==> config.mk <==
export PLATFORM = sky130hd
export DESIGN_NAME = p0g_port0
export DESIGN_NICKNAME = d
export VERILOG_FILES = /design/src/p0g_pkg.sv /design/src/p0g_pad_if.sv /design/src/p0g_pad_ctrl.sv /design/src/p0g_port0.sv
export VERILOG_INCLUDE_DIRS = /design/src /design/src/src
export SDC_FILE = /design/constraint.sdc
export NUM_CORES = 1
export LEC_CHECK = 0
export BUFFER_PORTS_ARGS = -buffer_cell sky130_fd_sc_hd__buf_2
export CORE_UTILIZATION = 40
export CTS_CLUSTER_DIAMETER = 120
export DETAILED_ROUTE_END_ITERATION = 12
export SYNTH_ARGS = -nofsm -noshare
export SYNTH_HDL_FRONTEND = slang
export SYNTH_SLANG_ARGS = --single-unit
export TNS_END_PERCENT = 100
==> constraint.sdc <==
create_clock -name i_clk -period 1.3 [get_ports i_clk]
set_input_delay 0.13 -clock i_clk [delete_from_list [all_inputs] [get_ports i_clk]]
set_output_delay 0.13 -clock i_clk [all_outputs]
set_load 0.02 [all_outputs]
==> src/p0g_cfg.svh <==
/*
 * Constants for the port 0 block: register offsets, field masks,
 * reset values and pin layout.
 * Assumes inclusion by bare name from the package and the modules.
 */
`ifndef P0G_CFG_SVH
`define P0G_CFG_SVH

// Register bus geometry
`define P0G_ADDR_W     4
`define P0G_DATA_W     8

// Register offsets
`define P0G_OFF_DATA   4'h0
`define P0G_OFF_DIR    4'h1
`define P0G_OFF_PUL    4'h2
`define P0G_OFF_AIDR   4'h3
`define P0G_OFF_STAT   4'h4

// Implemented bits of each register
`define P0G_PORT_MASK  8'hf0
`define P0G_AIDR_MASK  8'h33

// Reset values
`define P0G_RST_DATA   8'h00
`define P0G_RST_DIR    8'h00
`define P0G_RST_PUL    8'h00
`define P0G_RST_AIDR   8'h00

// Pin layout: four pins on data bits 7..4
`define P0G_PINS       4
`define P0G_PIN_LSB    4
`define P0G_PIN_MSB    7

// Analog-disable bits of pins 7, 6, 5, 4
`define P0G_AIDR_P7    5
`define P0G_AIDR_P6    4
`define P0G_AIDR_P5    1
`define P0G_AIDR_P4    0

// Pins whose input survives isolation (pin 5 carries the interrupt)
`define P0G_IRQ_KEEP   4'h2

// Status register fields
`define P0G_STAT_MODE_LSB 0
`define P0G_STAT_MODE_MSB 1

`endif

==> src/p0g_pkg.sv <==
/*
 * Types shared by the port 0 modules.
 * Assumes the configuration header is on the include path.
 */
`include "p0g_cfg.svh"

package p0g_pkg;
	typedef logic [`P0G_ADDR_W-1:0] p0g_addr_t;     // Register address
	typedef logic [`P0G_DATA_W-1:0] p0g_byte_t;     // Register data
	typedef logic [`P0G_PINS-1:0]   p0g_pins_t;     // One bit per pin

	// Register selected by an address
	typedef enum logic [2:0] {
		P0G_REG_DATA,
		P0G_REG_DIR,
		P0G_REG_PUL,
		P0G_REG_AIDR,
		P0G_REG_STAT,
		P0G_REG_NONE
	} p0g_reg_t;

	// Pad operating mode
	typedef enum logic [1:0] {
		P0G_MODE_RUN,
		P0G_MODE_HOLD,
		P0G_MODE_ISOLATE
	} p0g_mode_t;
endpackage : p0g_pkg

==> src/p0g_pad_if.sv <==
/*
 * Bundle between the register block and the pad control.
 * Assumes both ends run on the same clock.
 */
`timescale 1ns/10ps

interface p0g_pad_if;
	import p0g_pkg::*;
	p0g_pins_t latch;      // Output latch per pin
	p0g_pins_t dir;        // Direction per pin
	p0g_pins_t pul;        // Pull-up request per pin
	p0g_pins_t dig_en;     // Digital input buffer enable
	p0g_pins_t per_oe;     // Peripheral output enable
	p0g_pins_t per_val;    // Peripheral output value
	p0g_pins_t lvl;        // Gated pin level, combinational
	p0g_pins_t pad_out;    // Registered pad value
	p0g_pins_t pad_oe;     // Registered pad enable
	p0g_pins_t pu_en;      // Registered pull-up enable
	p0g_pins_t din;        // Registered input to peripherals
	p0g_pins_t ana;        // Registered analog path enable
	p0g_mode_t mode;       // Registered pad mode

	modport regs (output latch, dir, pul, dig_en, per_oe, per_val,
		input lvl, pad_out, pad_oe, pu_en, din, ana, mode);
	modport pad (input latch, dir, pul, dig_en, per_oe, per_val,
		output lvl, pad_out, pad_oe, pu_en, din, ana, mode);
endinterface : p0g_pad_if

==> src/p0g_pad_ctrl.sv <==
/*
 * Pad control for port 0: drive, pull-up, input gating and standby
 * isolation, all outputs registered except the gated level lvl.
 * Assumes pad inputs are synchronous to i_clk.
 */
`timescale 1ns/10ps
`include "p0g_cfg.svh"

module p0g_pad_ctrl #(
	parameter int unsigned            N        = `P0G_PINS,     // Pin count
	parameter logic [`P0G_PINS-1:0]   IRQ_KEEP = `P0G_IRQ_KEEP  // Interrupt pins
) (
	input  wire logic                 i_clk,      // Machine clock
	input  wire logic                 i_nrst,     // Async reset, low
	input  wire logic                 i_standby,  // Stop or watch mode
	input  wire logic                 i_spl,      // Standby pin state bit
	input  wire logic                 i_irq_en,   // Interrupt input enabled
	input  wire p0g_pkg::p0g_pins_t   i_pad_in,   // Pad levels
	p0g_pad_if.pad                    pif         // Register side
);
	import p0g_pkg::*;

	p0g_mode_t mode_d;     // Mode for the next edge
	p0g_pins_t out_d;      // Next pad value
	p0g_pins_t oe_d;       // Next pad enable
	p0g_pins_t pu_d;       // Next pull-up
	p0g_pins_t din_d;      // Next peripheral input
	p0g_pins_t keep;       // Inputs left open in isolation
	p0g_pins_t out_q;      // Pad value
	p0g_pins_t oe_q;       // Pad enable
	p0g_pins_t pu_q;       // Pull-up
	p0g_pins_t din_q;      // Peripheral input
	p0g_pins_t ana_q;      // Analog enable
	p0g_mode_t mode_q;     // Current mode

	// Next state of the pads
	always_comb begin
		keep = i_irq_en ? IRQ_KEEP : '0;
		if (!i_standby) begin
			mode_d = P0G_MODE_RUN;
		end else if (i_spl) begin
			mode_d = P0G_MODE_ISOLATE;                  // [RL14]
		end else begin
			mode_d = P0G_MODE_HOLD;                     // [RL16]
		end
		// Peripheral wins over latch and direction
		out_d = (pif.per_oe & pif.per_val) | (~pif.per_oe & pif.latch);  // [RL2] [RL7] [RL21]
		oe_d  = pif.per_oe | pif.dir;                   // [RL1] [RL4] [RL3]
		// Buffer gated by analog disable; blocked while isolated except kept interrupt pins
		pif.lvl = i_pad_in & pif.dig_en;                // [RL10]
		unique case (mode_d)
			P0G_MODE_RUN: begin
			end
			P0G_MODE_HOLD: begin
				out_d = out_q;                          // [RL16]
				oe_d  = oe_q;
			end
			P0G_MODE_ISOLATE: begin
				oe_d    = '0;                           // [RL14]
				pif.lvl = pif.lvl & keep;               // [RL14] [RL15]
			end
		endcase
		din_d = pif.lvl;
		// No pull-up against a driven low; none in isolation
		pu_d = pif.pul & ~(oe_d & ~out_d);              // [RL20]
		if (mode_d == P0G_MODE_ISOLATE) begin
			pu_d = '0;
		end
	end

	// Pad registers
	always_ff @(posedge i_clk or negedge i_nrst) begin
		if (!i_nrst) begin
			out_q  <= '0;
			oe_q   <= '0;
			pu_q   <= '0;
			din_q  <= '0;
			ana_q  <= '1;
			mode_q <= P0G_MODE_RUN;
		end else begin
			out_q  <= out_d;
			oe_q   <= oe_d;
			pu_q   <= pu_d;
			din_q  <= din_d;
			ana_q  <= ~pif.dig_en;                      // [RL10]
			mode_q <= mode_d;
		end
	end

	assign pif.pad_out = out_q;
	assign pif.pad_oe  = oe_q;
	assign pif.pu_en   = pu_q;
	assign pif.din     = din_q;
	assign pif.ana     = ana_q;
	assign pif.mode    = mode_q;
endmodule : p0g_pad_ctrl

==> src/p0g_port0.sv <==
/*
 * Port 0 general-purpose I/O with analog sharing: register block,
 * read return paths and the pad control instance.
 * Assumes a single-cycle strobe bus master on i_clk, pad inputs
 * already synchronous, and standby controls from the system block.
 */
`timescale 1ns/10ps
`include "p0g_cfg.svh"

// Functional notes
// RL1: Direction one makes the pin output
// RL2: Output pin drives its latch bit
// RL3: Data write updates latch; inputs stay undriven
// RL4: Direction zero makes the pin input
// RL5: Normal read of output returns latch
// RL6: Input read gives pin; modify-read gives latch
// RL7: Peripheral output enable takes the pin
// RL8: Peripheral-driven pin reads level; modify-read latch
// RL9: Peripheral input pin still reads level
// RL10: Analog disable one enables digital input
// RL11: Data bits 7..4; disable bits 5,4,1,0
// RL12: Reset clears direction, pins input
// RL13: Reset clears analog disable register
// RL14: Isolation floats pins, blocks inputs low
// RL15: Enabled interrupt pin keeps input open
// RL16: Standby without isolation holds pin state
// RL17: Analog use needs software setup first
// RL18: Digital peripheral input needs disable set
// RL19: Software disables peripherals before port use
// RL20: Pull-up drops while pin drives low
// RL21: Peripheral output beats latch and direction
module p0g_port0 (
	input  wire logic                i_clk,          // Machine clock
	input  wire logic                i_nrst,         // Async reset, low
	input  wire p0g_pkg::p0g_addr_t  i_addr,         // Register address
	input  wire p0g_pkg::p0g_byte_t  i_wdata,        // Write data
	input  wire logic                i_wr,           // Write strobe
	input  wire logic                i_rd,           // Read strobe
	input  wire logic                i_rmw,          // Read is modify-read
	output      p0g_pkg::p0g_byte_t  o_rdata,        // Read data, next cycle
	input  wire p0g_pkg::p0g_pins_t  i_pad_in,       // Pad levels, pins 7..4
	output      p0g_pkg::p0g_pins_t  o_pad_out,      // Pad value
	output      p0g_pkg::p0g_pins_t  o_pad_oe,       // Pad enable, high drives
	output      p0g_pkg::p0g_pins_t  o_pullup_en,    // Pull-up connected
	output      p0g_pkg::p0g_pins_t  o_dig_in,       // Input to peripherals
	output      p0g_pkg::p0g_pins_t  o_analog_en,    // Analog path selected
	input  wire p0g_pkg::p0g_pins_t  i_periph_oe,    // Peripheral output enable
	input  wire p0g_pkg::p0g_pins_t  i_periph_val,   // Peripheral output value
	input  wire logic                i_standby,      // Stop or watch mode
	input  wire logic                i_standby_pin_state_bit, // Isolate in standby
	input  wire logic                i_ext_irq_line_5_en      // Pin 5 interrupt on
);
	import p0g_pkg::*;

	// Address decode, used by both write and read paths
	function automatic p0g_reg_t reg_decode(input p0g_addr_t a);
		p0g_reg_t r;
		unique case (a)
			`P0G_OFF_DATA: r = P0G_REG_DATA;
			`P0G_OFF_DIR:  r = P0G_REG_DIR;
			`P0G_OFF_PUL:  r = P0G_REG_PUL;
			`P0G_OFF_AIDR: r = P0G_REG_AIDR;
			`P0G_OFF_STAT: r = P0G_REG_STAT;
			default:       r = P0G_REG_NONE;       // Unmapped
		endcase
		return r;
	endfunction : reg_decode

	// Scatter of analog-disable bits onto pins 7..4
	function automatic p0g_pins_t aidr_pins(input p0g_byte_t a);
		return {a[`P0G_AIDR_P7], a[`P0G_AIDR_P6],
			a[`P0G_AIDR_P5], a[`P0G_AIDR_P4]};        // [RL11]
	endfunction : aidr_pins

	p0g_pad_if pif ();                               // Bundle to pad control

	p0g_reg_t  wr_sel;                              // Register written
	p0g_reg_t  rd_sel;                              // Register read
	p0g_byte_t data_q;                              // Output latch
	p0g_byte_t data_d;
	p0g_byte_t dir_q;                               // Direction
	p0g_byte_t dir_d;
	p0g_byte_t pul_q;                               // Pull-up enable
	p0g_byte_t pul_d;
	p0g_byte_t aidr_q;                              // Analog input disable
	p0g_byte_t aidr_d;
	p0g_byte_t rdata_q;                             // Read return
	p0g_byte_t rdata_d;
	p0g_pins_t pin_view;                            // Normal data read value
	p0g_pins_t use_pin;                             // Pins reading the level
	p0g_byte_t stat_val;                            // Status word

	// Register writes; unimplemented bits stay zero
	always_comb begin
		wr_sel = reg_decode(i_addr);
		data_d = data_q;
		dir_d  = dir_q;
		pul_d  = pul_q;
		aidr_d = aidr_q;
		if (i_wr) begin
			unique case (wr_sel)
				P0G_REG_DATA: data_d = i_wdata & `P0G_PORT_MASK;   // [RL3] [RL11]
				P0G_REG_DIR:  dir_d  = i_wdata & `P0G_PORT_MASK;   // [RL1] [RL4]
				P0G_REG_PUL:  pul_d  = i_wdata & `P0G_PORT_MASK;
				P0G_REG_AIDR: aidr_d = i_wdata & `P0G_AIDR_MASK;   // [RL10] [RL11]
				// Status is read only, unmapped is ignored
				P0G_REG_STAT, P0G_REG_NONE: begin
				end
			endcase
		end
	end

	// Register storage
	always_ff @(posedge i_clk or negedge i_nrst) begin
		if (!i_nrst) begin
			data_q <= `P0G_RST_DATA;
			dir_q  <= `P0G_RST_DIR;                     // [RL12]
			pul_q  <= `P0G_RST_PUL;
			aidr_q <= `P0G_RST_AIDR;                    // [RL13]
		end else begin
			data_q <= data_d;
			dir_q  <= dir_d;
			pul_q  <= pul_d;
			aidr_q <= aidr_d;
		end
	end

	// Feed the pad control
	assign pif.latch   = data_q[`P0G_PIN_MSB:`P0G_PIN_LSB];
	assign pif.dir     = dir_q[`P0G_PIN_MSB:`P0G_PIN_LSB];
	assign pif.pul     = pul_q[`P0G_PIN_MSB:`P0G_PIN_LSB];
	assign pif.dig_en  = aidr_pins(aidr_q);
	assign pif.per_oe  = i_periph_oe;
	assign pif.per_val = i_periph_val;

	// Pad drive, pull-up and gating live here
	p0g_pad_ctrl #(
		.N        (`P0G_PINS),
		.IRQ_KEEP (`P0G_IRQ_KEEP)
	) u_pad (
		.i_clk     (i_clk),
		.i_nrst    (i_nrst),
		.i_standby (i_standby),
		.i_spl     (i_standby_pin_state_bit),
		.i_irq_en  (i_ext_irq_line_5_en),
		.i_pad_in  (i_pad_in),
		.pif       (pif)
	);

	// Read return; zero outside the cycle after a read
	always_comb begin
		rd_sel = reg_decode(i_addr);
		// Input pins and peripheral-driven pins show the level
		use_pin  = ~pif.dir | i_periph_oe;                 // [RL5] [RL8] [RL9]
		pin_view = (use_pin & pif.lvl) | (~use_pin & pif.latch);
		stat_val = '0;
		stat_val[`P0G_STAT_MODE_MSB:`P0G_STAT_MODE_LSB] = pif.mode;
		stat_val[`P0G_PIN_MSB:`P0G_PIN_LSB] = pif.lvl;
		rdata_d = '0;
		if (i_rd) begin
			unique case (rd_sel)
				P0G_REG_DATA: begin
					if (i_rmw) begin
						rdata_d = data_q;                    // [RL6] [RL8] [RL9]
					end else begin
						rdata_d[`P0G_PIN_MSB:`P0G_PIN_LSB] = pin_view;  // [RL5] [RL6]
					end
				end
				P0G_REG_DIR:  rdata_d = dir_q;
				P0G_REG_PUL:  rdata_d = pul_q;
				P0G_REG_AIDR: rdata_d = aidr_q;
				P0G_REG_STAT: rdata_d = stat_val;
				P0G_REG_NONE: rdata_d = '0;                 // Unmapped reads zero
			endcase
		end
	end

	// Read data register
	always_ff @(posedge i_clk or negedge i_nrst) begin
		if (!i_nrst) begin
			rdata_q <= '0;
		end else begin
			rdata_q <= rdata_d;
		end
	end

	// Every output straight from a flip-flop
	assign o_rdata     = rdata_q;
	assign o_pad_out   = pif.pad_out;
	assign o_pad_oe    = pif.pad_oe;
	assign o_pullup_en = pif.pu_en;
	assign o_dig_in    = pif.din;
	assign o_analog_en = pif.ana;
endmodule : p0g_port0

==> impl_results.md <==
- Clk sink count: 44
- Final Hold Violating Endpoints: 0
- Worst hold slack: between 0.07 and 0.08 ns
- Peak Freq: between 800 and 900 MHz
- CTS tree: done
- P&R area growth vs syn: 26.66%
- Setup TNS: 0 ns
- Drt total wl: between 4000 and 5000 microns
- Largest cells by area after synthesis: dfrtp_1 (52%), mux2_2 (9.3%), dfstp_2 (5.4%), mux2i_1 (4.1%), a21oi_1 (3.6%)
- Syn_area_per_cell: roughly 11 sq um
- Peak VDD IR: approximately 0.6 mV
- Synth Cell Area: between 1500 and 2000 sq um
- Initial antenna violation count: 0
- Clk pin slew, worst setup/hold paths: approximately 0.070 ns
- Commonest non-fill, non-tap cells in the layout: buf_2 (55), dfrtp_1 (40), inv_1 (17)
- Critical Path AT: roughly 1.3 ns
- Final GP Congestion: 0.8280
- CP Buf/Inv Count: 0
- Leakage: ~0.0013 uW
- Yosys top cell area share: between 50 and 60%
- Pwr per Cell Area: 1340 nW/um^2
- 1st-iter DRT viols: 67
- DIE WIDTH: between 70 and 80 microns
- # rows: 24
- Crit path required time: about 1.5 ns
- Grt ovf: 0
- Final Skew: between 0.003 and 0.004 ns
- Drt first pass iters: 4
- Crit-path cells: nand2_1, nor2_1, mux2i_1, a2111oi_2
- Fin crit period: around 1.1 ns
- # IOs: 60
- Largest net degree at the start of global routing: 19
- CTS Root Cell: clkbuf_8
- Fin crit share: between 80 and 90%
- Starting density of the core: a little over two fifths
- Simple-Gate Fraction of Synth Area: between 10% and 20%
- Final WS setup: 0.1661 ns
- Largest delay share family, worst path: flip-flops
- Hpwl dp: around 3400 microns
- Via count of the first global-routing pass: roughly 1500
- Final nets: roughly 280
- Yosys cell types: 35
- Place WS: ~0.025 ns
- Synth Area in Adders: 0%
- Crit path max fanout: 2
- Mux cell area share after synthesis: between 10% and 20%
- Die Ht: 71.61 microns
- Largest stage delay, worst path: 0.36 ns
- Via density: about 5.0
- Largest area contributor in the synthesized netlist: dfrtp_1
- Primary FF master, synth: dfrtp_1
- RSZ-0062 raised after global routing: no
- Worst-Skew Late Latency: 0.28 ns
- First-pass GRT wire length: ~6900 microns
- Critical path launch point type: flop
- Seq/Total Area, Yosys: a little under three fifths
- Synth warnings: 0
- XOR/XNOR Fraction of Synth Area: 0%
- Htree depth: 2
- Post-route design area: 2455 sq um
- Commonest non-fill, non-tap cell in the layout: buf_2
- Number of enable flip-flop cells after synthesis: 0
- Dpl cell area: 2361 sq um
- CP max stage cell: dfrtp_1
- Finish-stage setup viols: 0
- Kind of end point of the critical path: flop
- Synth Instances: between 150 and 200
- WS Path Type: reg -> reg
- Register bit total from synthesis: 44
- Final Max Tran Viols: 0
- Synth Area in Compound Gates: around 10%
- Ant. Diodes: 0
- Clk buf depth: 2
- Cts bufs inserted: 5
- Status: finished, final reports clean
- Via count: 1474
- DR DRC count: 0
- Avg WL per Cell: about 14 microns
- Core area: 4504 sq um
- Max Cap Viol: 0
- Async SR Flop Fraction: 100.0%
- Total Routing Usage GR: 18.01%
- Port buffer count: 55
- Largest family of logic cells by synthesized area: simple AND/OR/NAND/NOR gates
- Antenna-violating nets left: 0
- Min-delay worst type: in -> reg
- Full die area: 5127 sq um
- Layout cell share with drive strength beyond 1: between 40 and 50%
## final cells by class
cell class	count	area, sq um
Clock buffer	6	72.57
Clock inverter	1	5.005
Fill cell	415	2049
Inverter	18	67.56
Multi-Input combinational cell	105	735.7
Sequential cell	44	1106
Tap cell	52	65.06
Timing Repair Buffer	70	402.9
## repair_timing
| item | CTS | global route |
|---|---|---|
| hold buffers | 1 | 0 |
| gates resized for setup | 0 | 2 |
| endpoints found under the hold margin | 12 | 0 |
| buffers inserted | 0 | 0 |
| setup endpoints to repair | 0 | 1 |
## cell usage after synthesis, drive strengths merged, types with 2 or more instances
library cell and count:
nor3 3, nand2 16, dfstp 4, nand3 4
dfrtp 40, a221oi 2, mux2 16, nand2b 2
inv 18, a22oi 2, mux2i 8, and3 3
nor2b 3, a21oi 14, a211oi 2, nor2 15
o21ai 4, buf 5
## registers in the layout, indices dropped and copies added (netlist names)
register           count
u_pad.pif.mode         2
data_q                 4
u_pad.pif.din          4
u_pad.pif.pu_en        4
u_pad.pif.pad_oe       4
aidr_q                 4
o_rdata                6
pul_q                  4
u_pad.pif.ana          4
u_pad.pif.pad_out      4
dir_q                  4
## metrics by stage
| stage | std cells | power (uW) | util [%] |
|---|---|---|---|
| final | 296 | 3290 | 54.50 |
| after global routing | 296 | 3502 | 54.50 |
| after CTS | 296 | 3332 | 54.36 |
| after detailed placement | 288 | 2545 | 52.42 |
| after global placement | 288 | 2537 | 52.42 |
| after floorplan | 172 | 2212 | - |
## final timing paths
path                                  startpoint                             to  slack, ns  cells after the start
max                        aidr_q[4]$_DFFE_PN0P_           o_rdata[6]$_DFF_PN0_       0.17                      4
min reg2reg                aidr_q[0]$_DFFE_PN0P_     u_pad.pif.ana[0]$_DFF_PN1_       0.43                      1
min in group asynchronous                 i_nrst  u_pad.pif.pad_oe[2]$_DFF_PN0_       0.28                      2
min                                   i_wdata[1]          aidr_q[1]$_DFFE_PN0P_       0.08                      2
max in group asynchronous                 i_nrst     u_pad.pif.ana[3]$_DFF_PN1_       0.52                      3
max reg2reg                aidr_q[4]$_DFFE_PN0P_           o_rdata[6]$_DFF_PN0_       0.17                      4
## power by group
| part | total [uW] | switching (uW) | internal (uW) |
|---|---|---|---|
| Clock | 772 | 407 | 365 |
| Combinational | 771 | 438 | 333 |
| Sequential | 1750 | 136 | 1610 |
## routing by layer
metal / part of all wire (%) / track usage (%)
met5: 0 / 0
met3: 4.4 / 5.485
met1: 47 / 24.54
met4: 0.65 / 5.229
met2: 48 / 27.99
## cells by family (layout without fill, tap and decap cells)
logic type	after synthesis	in the layout
simple gates	50	50
buf+inv	23	95
mux	24	24
flops	44	44
other cells	1	2
compound gates	29	29
Note: power is estimated with default switching activity, not from simulation.
